===== src/hdl/afac_pkg.sv =====
// constants for the audio format and silence configuration bank
package afac_pkg;
    // register offsets on the control port
    localparam logic [7:0] AFAC_OFS_FORMAT    = 8'h02;
    localparam logic [7:0] AFAC_OFS_RSVD3     = 8'h03;
    localparam logic [7:0] AFAC_OFS_DURATION  = 8'h04;
    localparam logic [7:0] AFAC_OFS_THRESHOLD = 8'h05;
    localparam logic [7:0] AFAC_OFS_EMPHRAMP  = 8'h06;
    // reset values
    localparam logic [7:0] AFAC_RST_FORMAT    = 8'h3c;
    localparam logic [7:0] AFAC_RST_RSVD3     = 8'h00;
    localparam logic [7:0] AFAC_RST_DURATION  = 8'h00;
    localparam logic [6:0] AFAC_RST_THRESHOLD = 7'h68;
    localparam logic [7:0] AFAC_RST_EMPHRAMP  = 8'h4a;
    // field positions, format register
    localparam int AFAC_ACT_LSB   = 6;
    localparam int AFAC_WBITS_LSB = 4;
    localparam int AFAC_BCLK_LSB  = 2;
    localparam int AFAC_JUST_LSB  = 0;
    // field positions, emphasis and ramp register
    localparam int AFAC_AUTOEMPH_BIT = 7;
    localparam int AFAC_BYPASS_BIT   = 6;
    localparam int AFAC_CURVE_LSB    = 4;
    localparam int AFAC_KEEP1_BIT    = 3;
    localparam int AFAC_RATE_LSB     = 0;
    // silence length numerator, in samples times duration value
    localparam logic [21:0] AFAC_SILENCE_NUM = 22'h1fff00;
    // volume ramp: one dB step per this many accumulated units
    localparam logic [10:0] AFAC_RAMP_DIV    = 11'h200;
    // word length codes, in bits
    localparam logic [5:0] AFAC_LEN32 = 6'h20;
    localparam logic [5:0] AFAC_LEN24 = 6'h18;
    localparam logic [5:0] AFAC_LEN16 = 6'h10;

    typedef enum logic [2:0] {
        AFAC_FRAME_I2S   = 3'b001,
        AFAC_FRAME_LEFT  = 3'b010,
        AFAC_FRAME_RIGHT = 3'b100
    } afac_frame_t;

    typedef enum logic [2:0] {
        AFAC_CURVE_32K  = 3'b001,
        AFAC_CURVE_44K  = 3'b010,
        AFAC_CURVE_48K  = 3'b100
    } afac_curve_t;
endpackage


===== src/hdl/afac_silence_if.sv =====
// signals between the register bank and the silence detector
`timescale 1ns/1ps
`default_nettype none
interface afac_silence_if;
    logic [7:0] durationVal;  // samples-per-flag divisor, zero disables
    logic [6:0] thresholdVal; // level in dB below full scale
    logic       clearAll;     // soft reset
    logic       silence;      // silence condition flagged

    modport cfg (output durationVal, output thresholdVal, output clearAll, input silence);
    modport det (input durationVal, input thresholdVal, input clearAll, output silence);
endinterface
`default_nettype wire


===== src/hdl/afac_silence_det.sv =====
// silence detector: level below threshold held for the programmed duration
`timescale 1ns/1ps
`default_nettype none
module afac_silence_det
    import afac_pkg::*;
(
    input  wire logic       clk,         // system clock
    input  wire logic       rst,         // async reset, active high
    input  wire logic       sampleTick,  // one pulse per audio sample
    input  wire logic [6:0] levelDb,     // audio level, dB below full scale
    afac_silence_if.det     bus          // settings and result
);
    logic [21:0] acc_q;
    logic [22:0] accSum;
    logic        below;

    // audio is at or quieter than the threshold
    assign below  = levelDb >= bus.thresholdVal;
    assign accSum = {1'b0, acc_q} + {15'h0000, bus.durationVal};

    ////////////////////////////////////////////////////////////////////////
    // each quiet sample adds the duration value; flag once the sum reaches
    // the numerator, i.e. after numerator / duration samples
    // (RULE5) duration count
    always_ff @(posedge clk or posedge rst) begin
        if (rst) begin
            acc_q <= 22'h000000;
        end else if (bus.clearAll || !below || bus.durationVal == 8'h00) begin
            acc_q <= 22'h000000;
        end else if (sampleTick && acc_q < AFAC_SILENCE_NUM) begin
            acc_q <= (accSum[21:0] > AFAC_SILENCE_NUM) ? AFAC_SILENCE_NUM : accSum[21:0];
        end
    end

    // (RULE8) both conditions together
    // (RULE6) zero duration never flags
    always_ff @(posedge clk or posedge rst) begin
        if (rst) begin
            bus.silence <= 1'b0;
        end else begin
            bus.silence <= !bus.clearAll && below && bus.durationVal != 8'h00
                           && acc_q >= AFAC_SILENCE_NUM;
        end
    end
endmodule
`default_nettype wire


===== src/hdl/afac_cfg_bank.sv =====
// audio format, silence and emphasis configuration register bank
// What this block does
// (RULE1) action select: mute, ramp, both, none
// (RULE2) word width select: 32, 24, 16
// (RULE3) bit clocks per word: 32, 24, 16
// (RULE4) framing: right, left, or I2S default
// (RULE5) silence after numerator over duration samples
// (RULE6) zero duration disables silence detection
// (RULE7) seven-bit threshold in dB, default 104
// (RULE8) silence needs quiet level and duration
// (RULE9) auto emphasis from valid SPDIF status
// (RULE10) bypass bit set disables emphasis filters; auto emphasis on valid SPDIF status overrides the bypass bit
// (RULE11) curve select 32k, 44.1k, 48k
// (RULE12) software keeps bit three set
// (RULE13) ramp rate two-to-select times rate/512
// (RULE14) all fields return to defaults on resets
`timescale 1ns/1ps
`default_nettype none
module afac_cfg_bank
    import afac_pkg::*;
(
    input  wire logic        clk,            // system clock, 20 MHz
    input  wire logic        rst,            // async reset, active high
    input  wire logic        softReset,      // software reset pulse
    input  wire logic [7:0]  regAddr,        // control port register address
    input  wire logic [7:0]  regWrData,      // control port write byte
    input  wire logic        regWrEn,        // control port write strobe
    output logic      [7:0]  regRdData,      // read byte, one cycle after address
    input  wire logic        sampleTick,     // one pulse per audio sample
    input  wire logic [6:0]  levelDb,        // audio level, dB below full scale
    input  wire logic        spdifActive,    // input decoder is on SPDIF
    input  wire logic        csEmphValid,    // channel status carries emphasis
    input  wire logic [1:0]  csEmphSel,      // curve from channel status
    output logic      [5:0]  wordBits,       // serial data word length
    output logic      [5:0]  bclkPerWord,    // bit clocks per word
    output afac_frame_t      frameMode,      // serial framing
    output logic             silenceFlag,    // silence condition
    output logic             muteReq,        // mute requested by silence
    output logic             rampReq,        // ramp to ground requested
    output logic             emphEnable,     // de-emphasis filter engaged
    output afac_curve_t      emphCurve,      // de-emphasis curve in use
    output logic             rampStep        // one dB volume step pulse
);
    logic [7:0] format_q;
    logic [7:0] duration_q;
    logic [6:0] threshold_q;
    logic [7:0] emphRamp_q;
    logic [10:0] rampAcc_q;
    logic [10:0] rampSum;

    // link to the detector; its flag arrives one clock after
    // the accumulator saturates
    afac_silence_if sil ();

    ////////////////////////////////////////////////////////////////////////
    // register writes; reserved offset 3 ignores writes
    // soft reset outranks a write in the same cycle, so a
    // configuration byte racing a reset is dropped
    // (RULE14) defaults on reset
    always_ff @(posedge clk or posedge rst) begin
        if (rst) begin
            format_q    <= AFAC_RST_FORMAT;
            duration_q  <= AFAC_RST_DURATION;
            threshold_q <= AFAC_RST_THRESHOLD;
            emphRamp_q  <= AFAC_RST_EMPHRAMP;
        end else if (softReset) begin
            format_q    <= AFAC_RST_FORMAT;
            duration_q  <= AFAC_RST_DURATION;
            threshold_q <= AFAC_RST_THRESHOLD;
            emphRamp_q  <= AFAC_RST_EMPHRAMP;
        end else if (regWrEn) begin
            if (regAddr == AFAC_OFS_FORMAT) begin
                format_q <= regWrData;
            end else if (regAddr == AFAC_OFS_DURATION) begin
                duration_q <= regWrData;
            end else if (regAddr == AFAC_OFS_THRESHOLD) begin
                // (RULE7) threshold field
                threshold_q <= regWrData[6:0];
            end else if (regAddr == AFAC_OFS_EMPHRAMP) begin
                // (RULE12) bit three stored as written
                emphRamp_q <= regWrData;
            end
        end
    end

    // registered read-back; unmapped and reserved offsets read zero
    // read data lags the address by one clock; a read in the cycle
    // of a write to the same offset returns the old byte
    always_ff @(posedge clk or posedge rst) begin
        if (rst) begin
            regRdData <= 8'h00;
        end else if (regAddr == AFAC_OFS_FORMAT) begin
            regRdData <= format_q;
        end else if (regAddr == AFAC_OFS_RSVD3) begin
            regRdData <= AFAC_RST_RSVD3;
        end else if (regAddr == AFAC_OFS_DURATION) begin
            regRdData <= duration_q;
        end else if (regAddr == AFAC_OFS_THRESHOLD) begin
            regRdData <= {1'b0, threshold_q};
        end else if (regAddr == AFAC_OFS_EMPHRAMP) begin
            regRdData <= emphRamp_q;
        end else begin
            regRdData <= 8'h00;
        end
    end

    ////////////////////////////////////////////////////////////////////////
    // serial format decode
    // outputs change one clock after a write; the serial front end
    // should only pick them up between frames
    always_ff @(posedge clk or posedge rst) begin
        if (rst) begin
            wordBits    <= AFAC_LEN32;
            bclkPerWord <= AFAC_LEN32;
            frameMode   <= AFAC_FRAME_I2S;
        end else begin
            // (RULE2) word width
            case (format_q[AFAC_WBITS_LSB +: 2])
                2'b00:   wordBits <= AFAC_LEN16;
                2'b01:   wordBits <= AFAC_LEN24;
                default: wordBits <= AFAC_LEN32;
            endcase
            // (RULE3) bit clocks per word
            case (format_q[AFAC_BCLK_LSB +: 2])
                2'b00:   bclkPerWord <= AFAC_LEN16;
                2'b01:   bclkPerWord <= AFAC_LEN24;
                default: bclkPerWord <= AFAC_LEN32;
            endcase
            // (RULE4) framing decode
            case (format_q[AFAC_JUST_LSB +: 2])
                2'b00:   frameMode <= AFAC_FRAME_I2S;
                2'b01:   frameMode <= AFAC_FRAME_LEFT;
                default: frameMode <= AFAC_FRAME_RIGHT;
            endcase
        end
    end

    ////////////////////////////////////////////////////////////////////////
    // silence detector hookup
    // soft reset also empties the accumulator, so a stale quiet
    // count cannot flag right after defaults return
    assign sil.durationVal  = duration_q;
    assign sil.thresholdVal = threshold_q;
    assign sil.clearAll     = softReset;

    afac_silence_det u_det (
        .clk        (clk),
        .rst        (rst),
        .sampleTick (sampleTick),
        .levelDb    (levelDb),
        .bus        (sil)
    );

    // action bits are read fresh each clock: rewriting them while
    // silence stands changes the requests one clock later
    // (RULE1) silence action
    always_ff @(posedge clk or posedge rst) begin
        if (rst) begin
            silenceFlag <= 1'b0;
            muteReq     <= 1'b0;
            rampReq     <= 1'b0;
        end else begin
            silenceFlag <= sil.silence;
            muteReq     <= sil.silence && format_q[AFAC_ACT_LSB];
            rampReq     <= sil.silence && format_q[AFAC_ACT_LSB + 1];
        end
    end

    ////////////////////////////////////////////////////////////////////////
    // de-emphasis engage and curve; reserved curve code keeps last curve
    // auto engage outranks the bypass bit only while the decoder is
    // on SPDIF with valid status; losing either falls back to the
    // register settings on the next clock
    always_ff @(posedge clk or posedge rst) begin
        if (rst) begin
            emphEnable <= 1'b0;
            emphCurve  <= AFAC_CURVE_32K;
        end else if (emphRamp_q[AFAC_AUTOEMPH_BIT] && spdifActive && csEmphValid) begin
            // (RULE9) follow channel status
            emphEnable <= 1'b1;
            case (csEmphSel)
                2'b00:   emphCurve <= AFAC_CURVE_32K;
                2'b01:   emphCurve <= AFAC_CURVE_44K;
                2'b10:   emphCurve <= AFAC_CURVE_48K;
                default: emphCurve <= emphCurve;
            endcase
        end else begin
            // (RULE10) bypass bit
            emphEnable <= !emphRamp_q[AFAC_BYPASS_BIT];
            // (RULE11) curve select
            case (emphRamp_q[AFAC_CURVE_LSB +: 2])
                2'b00:   emphCurve <= AFAC_CURVE_32K;
                2'b01:   emphCurve <= AFAC_CURVE_44K;
                2'b10:   emphCurve <= AFAC_CURVE_48K;
                default: emphCurve <= emphCurve;
            endcase
        end
    end

    ////////////////////////////////////////////////////////////////////////
    // ramp rate: each sample adds 2^select, one dB step per 512 units
    // the remainder is kept, so slow rates still give evenly spaced
    // steps; an 11-bit sum covers the worst case of 511 plus 128
    assign rampSum = rampAcc_q + (11'h001 << emphRamp_q[AFAC_RATE_LSB +: 3]);

    // soft reset restarts the step spacing from zero
    // (RULE13) volume ramp rate
    always_ff @(posedge clk or posedge rst) begin
        if (rst) begin
            rampAcc_q <= 11'h000;
            rampStep  <= 1'b0;
        end else if (softReset) begin
            rampAcc_q <= 11'h000;
            rampStep  <= 1'b0;
        end else if (sampleTick) begin
            rampStep  <= rampSum >= AFAC_RAMP_DIV;
            rampAcc_q <= (rampSum >= AFAC_RAMP_DIV) ? rampSum - AFAC_RAMP_DIV : rampSum;
        end else begin
            rampStep <= 1'b0;
        end
    end
endmodule
`default_nettype wire


===== config.mk =====
export PLATFORM = sky130hd
export DESIGN_NAME = afac_cfg_bank
export DESIGN_NICKNAME = d
export VERILOG_FILES = /design/src/hdl/afac_pkg.sv /design/src/hdl/afac_silence_if.sv /design/src/hdl/afac_silence_det.sv /design/src/hdl/afac_cfg_bank.sv
export SDC_FILE = /design/constraint.sdc
export NUM_CORES = 1
export LEC_CHECK = 0
export ABC_AREA = 0
export BUFFER_PORTS_ARGS = -buffer_cell sky130_fd_sc_hd__buf_2
export CAP_MARGIN = 40
export CORE_MARGIN = 5
export CORE_UTILIZATION = 25
export DETAILED_ROUTE_END_ITERATION = 8
export HOLD_SLACK_MARGIN = 0.03
export PLACE_DENSITY = 0.44
export SYNTH_ARGS = -nofsm -noshare
export SYNTH_HDL_FRONTEND = slang
export SYNTH_SLANG_ARGS = --single-unit

===== constraint.sdc =====
create_clock -name clk -period 6.2 [get_ports clk]
set_clock_uncertainty 0.15 [all_clocks]
set_input_delay 1.24 -clock clk [delete_from_list [all_inputs] [get_ports clk]]
set_output_delay 1.24 -clock clk [all_outputs]
set_load 0.02 [all_outputs]

==> impl_metrics.sql <==
INSERT INTO impl_metrics (metric_group, metric, value, unit) VALUES
('power', 'p_total', '1280', 'uW'),
('floorplanning', 'chipHeight', '154', 'um'),
('timing', 'count_of_final_setup_violators', '0', ''),
('drt', 'avgViaCountPerCell', '4.66', ''),
('critical_path', 'worst-endpoint-required', '6.32', 'ns'),
('logic_synthesis', 'synth_largest_type_area_fraction', '0.367', ''),
('drt', 'route.detailed.drc', '0', ''),
('place', 'dp_hpwl', '9790', 'um'),
('drt', 'postRouteAntennaNets', '0', ''),
('drt', 'detail_route.first_pass.iterations', '5', ''),
('critical_path', 'critical_path.endpoint_type', 'flip-flop', ''),
('run', 'timing.max_cap.violations', '0', ''),
('critical_path', 'worstPathMaxFanout', '10', ''),
('critical_path', 'critical_path.reg2reg.startpoint', 'emphRamp_q[1]', ''),
('critical_path', 'worstReg2RegEnd', 'rampAcc_q[9]', ''),
('logic_synthesis', 'synth_async_sr_flop_share', '1.00', ''),
('clock_network', 'cts_tree', 'done', ''),
('logic_synthesis', 'synthesis.yosys.warnings', '0', ''),
('layout', 'antennaDiodeCount', '0', ''),
('timing', 'fin_hold_ws', '0.247', 'ns'),
('floorplanning', 'floorplan.io_pins', '63', ''),
('logic_synthesis', 'synthDominantAreaCellType', 'sky130_fd_sc_hd__dfrtp_1', ''),
('critical_path', 'r2r_setup_slack', '2.49', 'ns'),
('critical_path', 'worstSetupPathType', 'reg2reg', ''),
('power', 'peakVddDrop', '0.000103', 'V'),
('drt', 'routed-via-count', '4062', ''),
('global_route', 'grt_pass1_vias', '4264', ''),
('logic_synthesis', 'netlist_area', '5180', 'sq um'),
('run_status', 'status', 'finished clean', ''),
('layout', 'layout.cells.non_filler', '872', ''),
('place', 'place_congestion', '0.813', ''),
('logic_synthesis', 'syn_inst', '545', ''),
('clock_network', 'clk_transition_reported_paths', '0.08', 'ns'),
('clock_network', 'tritoncts.num_buffers', '9', ''),
('clock_network', 'clock_tree_root_driver_cell', 'sky130_fd_sc_hd__clkbuf_16', ''),
('global_route', 'grt_max_degree', '63', ''),
('global_route', 'grt_pass1_wl', '22600', 'um'),
('critical_path', 'r2r.worst_path.cells', '13', ''),
('logic_synthesis', 'synth_area_leaders', 'sky130_fd_sc_hd__dfrtp_1 37%, sky130_fd_sc_hd__ha_1 7.5%, sky130_fd_sc_hd__dfstp_2 7.1%', ''),
('critical_path', 'timing.critical_path.arrival', '3.83', 'ns'),
('place', 'number_of_buffers_inserted_by_port_buffering', '56', ''),
('layout', 'area_delta_synth_final', '17.4', '%'),
('layout', 'final_nets', '662', ''),
('timing', 'max_slew_margin', '0.501', ''),
('logic_synthesis', 'synth_enable_flop_cells', '0', ''),
('logic_synthesis', 'synth-seq-cells', '90', ''),
('power', 'power.density_cell_area', '210', 'nW/um^2'),
('layout', 'multi_input_logic_area', '2700', 'sq um'),
('floorplanning', 'core_region_area', '20300', 'sq um'),
('timing', 'finalSetupTns', '0', 'ns'),
('critical_path', 'timing.critical_path.from', 'emphRamp_q[1]', ''),
('timing', 'fmax', '270', 'MHz'),
('clock_network', 'clock_sinks', '90', ''),
('logic_synthesis', 'netlist-cell-type-count', '57', ''),
('timing', 'worstMarginPinSlew', '0.746', 'ns'),
('logic_synthesis', 'ys.flop_type', 'sky130_fd_sc_hd__dfrtp_1', ''),
('layout', 'sequential_cell_area', '2270', 'sq um'),
('place', 'place_ws', '2.51', 'ns'),
('clock_network', 'htreeDepth', '3', ''),
('clock_network', 'cts.path.max_buffers', '2', ''),
('power', 'leakage', '0.00290', 'uW'),
('floorplanning', 'die_area', '23700', 'sq um'),
('logic_synthesis', 'synth_sequential_area_ratio', '0.438', ''),
('timing', 'slew_violations', '0', ''),
('clock_network', 'post-cts-setup-buffer-count', '0', ''),
('global_route', 'total_overflow_reported_by_the_global_router', '0', ''),
('critical_path', 'critPathCapture', 'rampAcc_q[9]', ''),
('layout', 'fillers', '2150', ''),
('global_route', 'gr-usage-all-layers', '0.117', ''),
('floorplanning', 'num_rows', '52', ''),
('floorplanning', 'start_util', '0.255', '');
## cell usage in the layout (no fill, tap or decap), drive strengths merged, types with 3 or more instances in the layout
cell and count:
dfrtp 76, nor2 73, buf 65, nand2 51, ha 31, mux2i 29
inv 29, a21oi 23, nor3 20, o21ai 20, xnor2 15, nand3 14
dfstp 14, clkbuf 13, a211o 10, xor2 10, a222oi 8, a21o 8
a22o 8, nor2b 6, a211oi 6, conb 6, nor3b 5, nand3b 5
and3 4, and2 4, nand4 4, o21a 4, nor4 4, nand2b 3
a22oi 3, or4 3
## power breakdown
group          leakage (uW)  internal (uW)  switching, uW
clock              0.000151            338            248
combinational       0.00155           34.5           58.8
sequential          0.00121            593           5.43
## layer usage
layer	vias to the layer above	share of wire	wire, um	global-route usage
li1	2010	-	-	-
met1	1942	0.48	6370	0.155
met2	100	0.45	6050	0.186
met3	10	0.056	745	0.0326
met4	0	0.012	159	0.0345
met5	-	0	0	0
## worst min-delay path by stage
stage | startpoint | endpoint | slack (ns) | depth (start not counted)
2_1_floorplan | u_det.bus.silence | silenceFlag | 0.21 | 0
3_3_place_gp | u_det.bus.silence | silenceFlag | 0.22 | 0
3_5_place_dp | format_q[5] | wordBits[5] | 0.24 | 0
4_1_cts | format_q[5] | wordBits[5] | 0.25 | 0
5_1_grt | format_q[5] | wordBits[5] | 0.25 | 0
6_report | format_q[5] | wordBits[5] | 0.25 | 0
## final cells by class
type	count	area share
Tap cell	270	0.0555
Timing Repair Buffer	65	0.0596
Clock buffer	13	0.0428
Multi-Input combinational cell	402	0.443
Clock inverter	3	0.00781
Sequential cell	90	0.373
Inverter	29	0.0181
## registers in the layout, indices dropped and copies added (netlist names), 7 cells and up
name,flops
duration_q,8
emphRamp_q,8
format_q,8
rampAcc_q,11
regRdData,8
sil.thresholdVal,7
u_det.acc_q,22
## worst max-delay path: stages, from the launching register on
cell and delay [ns]:
sky130_fd_sc_hd__dfstp_2 0.62, sky130_fd_sc_hd__nor3_1 0.08, sky130_fd_sc_hd__ha_1 0.23, sky130_fd_sc_hd__fa_1 0.43, sky130_fd_sc_hd__a211oi_1 0.33, sky130_fd_sc_hd__o21ai_0 0.17, sky130_fd_sc_hd__a211oi_1 0.30, sky130_fd_sc_hd__nor2_1 0.12
sky130_fd_sc_hd__and3_1 0.23, sky130_fd_sc_hd__xnor2_1 0.25, sky130_fd_sc_hd__ha_1 0.28, sky130_fd_sc_hd__inv_1 0.08, sky130_fd_sc_hd__a2111o_1 0.28, sky130_fd_sc_hd__o21ai_0 0.07
## cells in the mapped netlist (all sizes together), types with 6 or more instances
library cell / instances
nor2: 73
a21oi: 23
o21ai: 20
a211o: 10
nor2b: 6
dfrtp: 76
xnor2: 15
dfstp: 14
nor3: 20
clkbuf: 22
xor2: 10
a22o: 8
a211oi: 6
nand3: 14
buf: 7
nand2: 51
inv: 28
a222oi: 8
mux2i: 29
ha: 31
a21o: 8
## cell families (layout without fill, tap and decap cells)
group / Yosys count / after routing / share of synthesized area
mux: 31 / 31 / 0.0604
flops: 90 / 90 / 0.438
other cells: 1 / 6 / 0.000724
xor+xnor: 25 / 25 / 0.0423
buf+inv: 58 / 110 / 0.0466
compound gates: 103 / 103 / 0.144
fa+ha+maj: 33 / 33 / 0.0826
simple gates: 204 / 204 / 0.186
## per-stage QoR
stage	utilization	area [sq um]
after floorplan	-	5200
after global placement	0.283	5740
after detailed placement	0.285	5780
after CTS	0.300	6080
after global routing	0.300	6080
final	0.300	6080
Power figures use the tool's default switching activity.
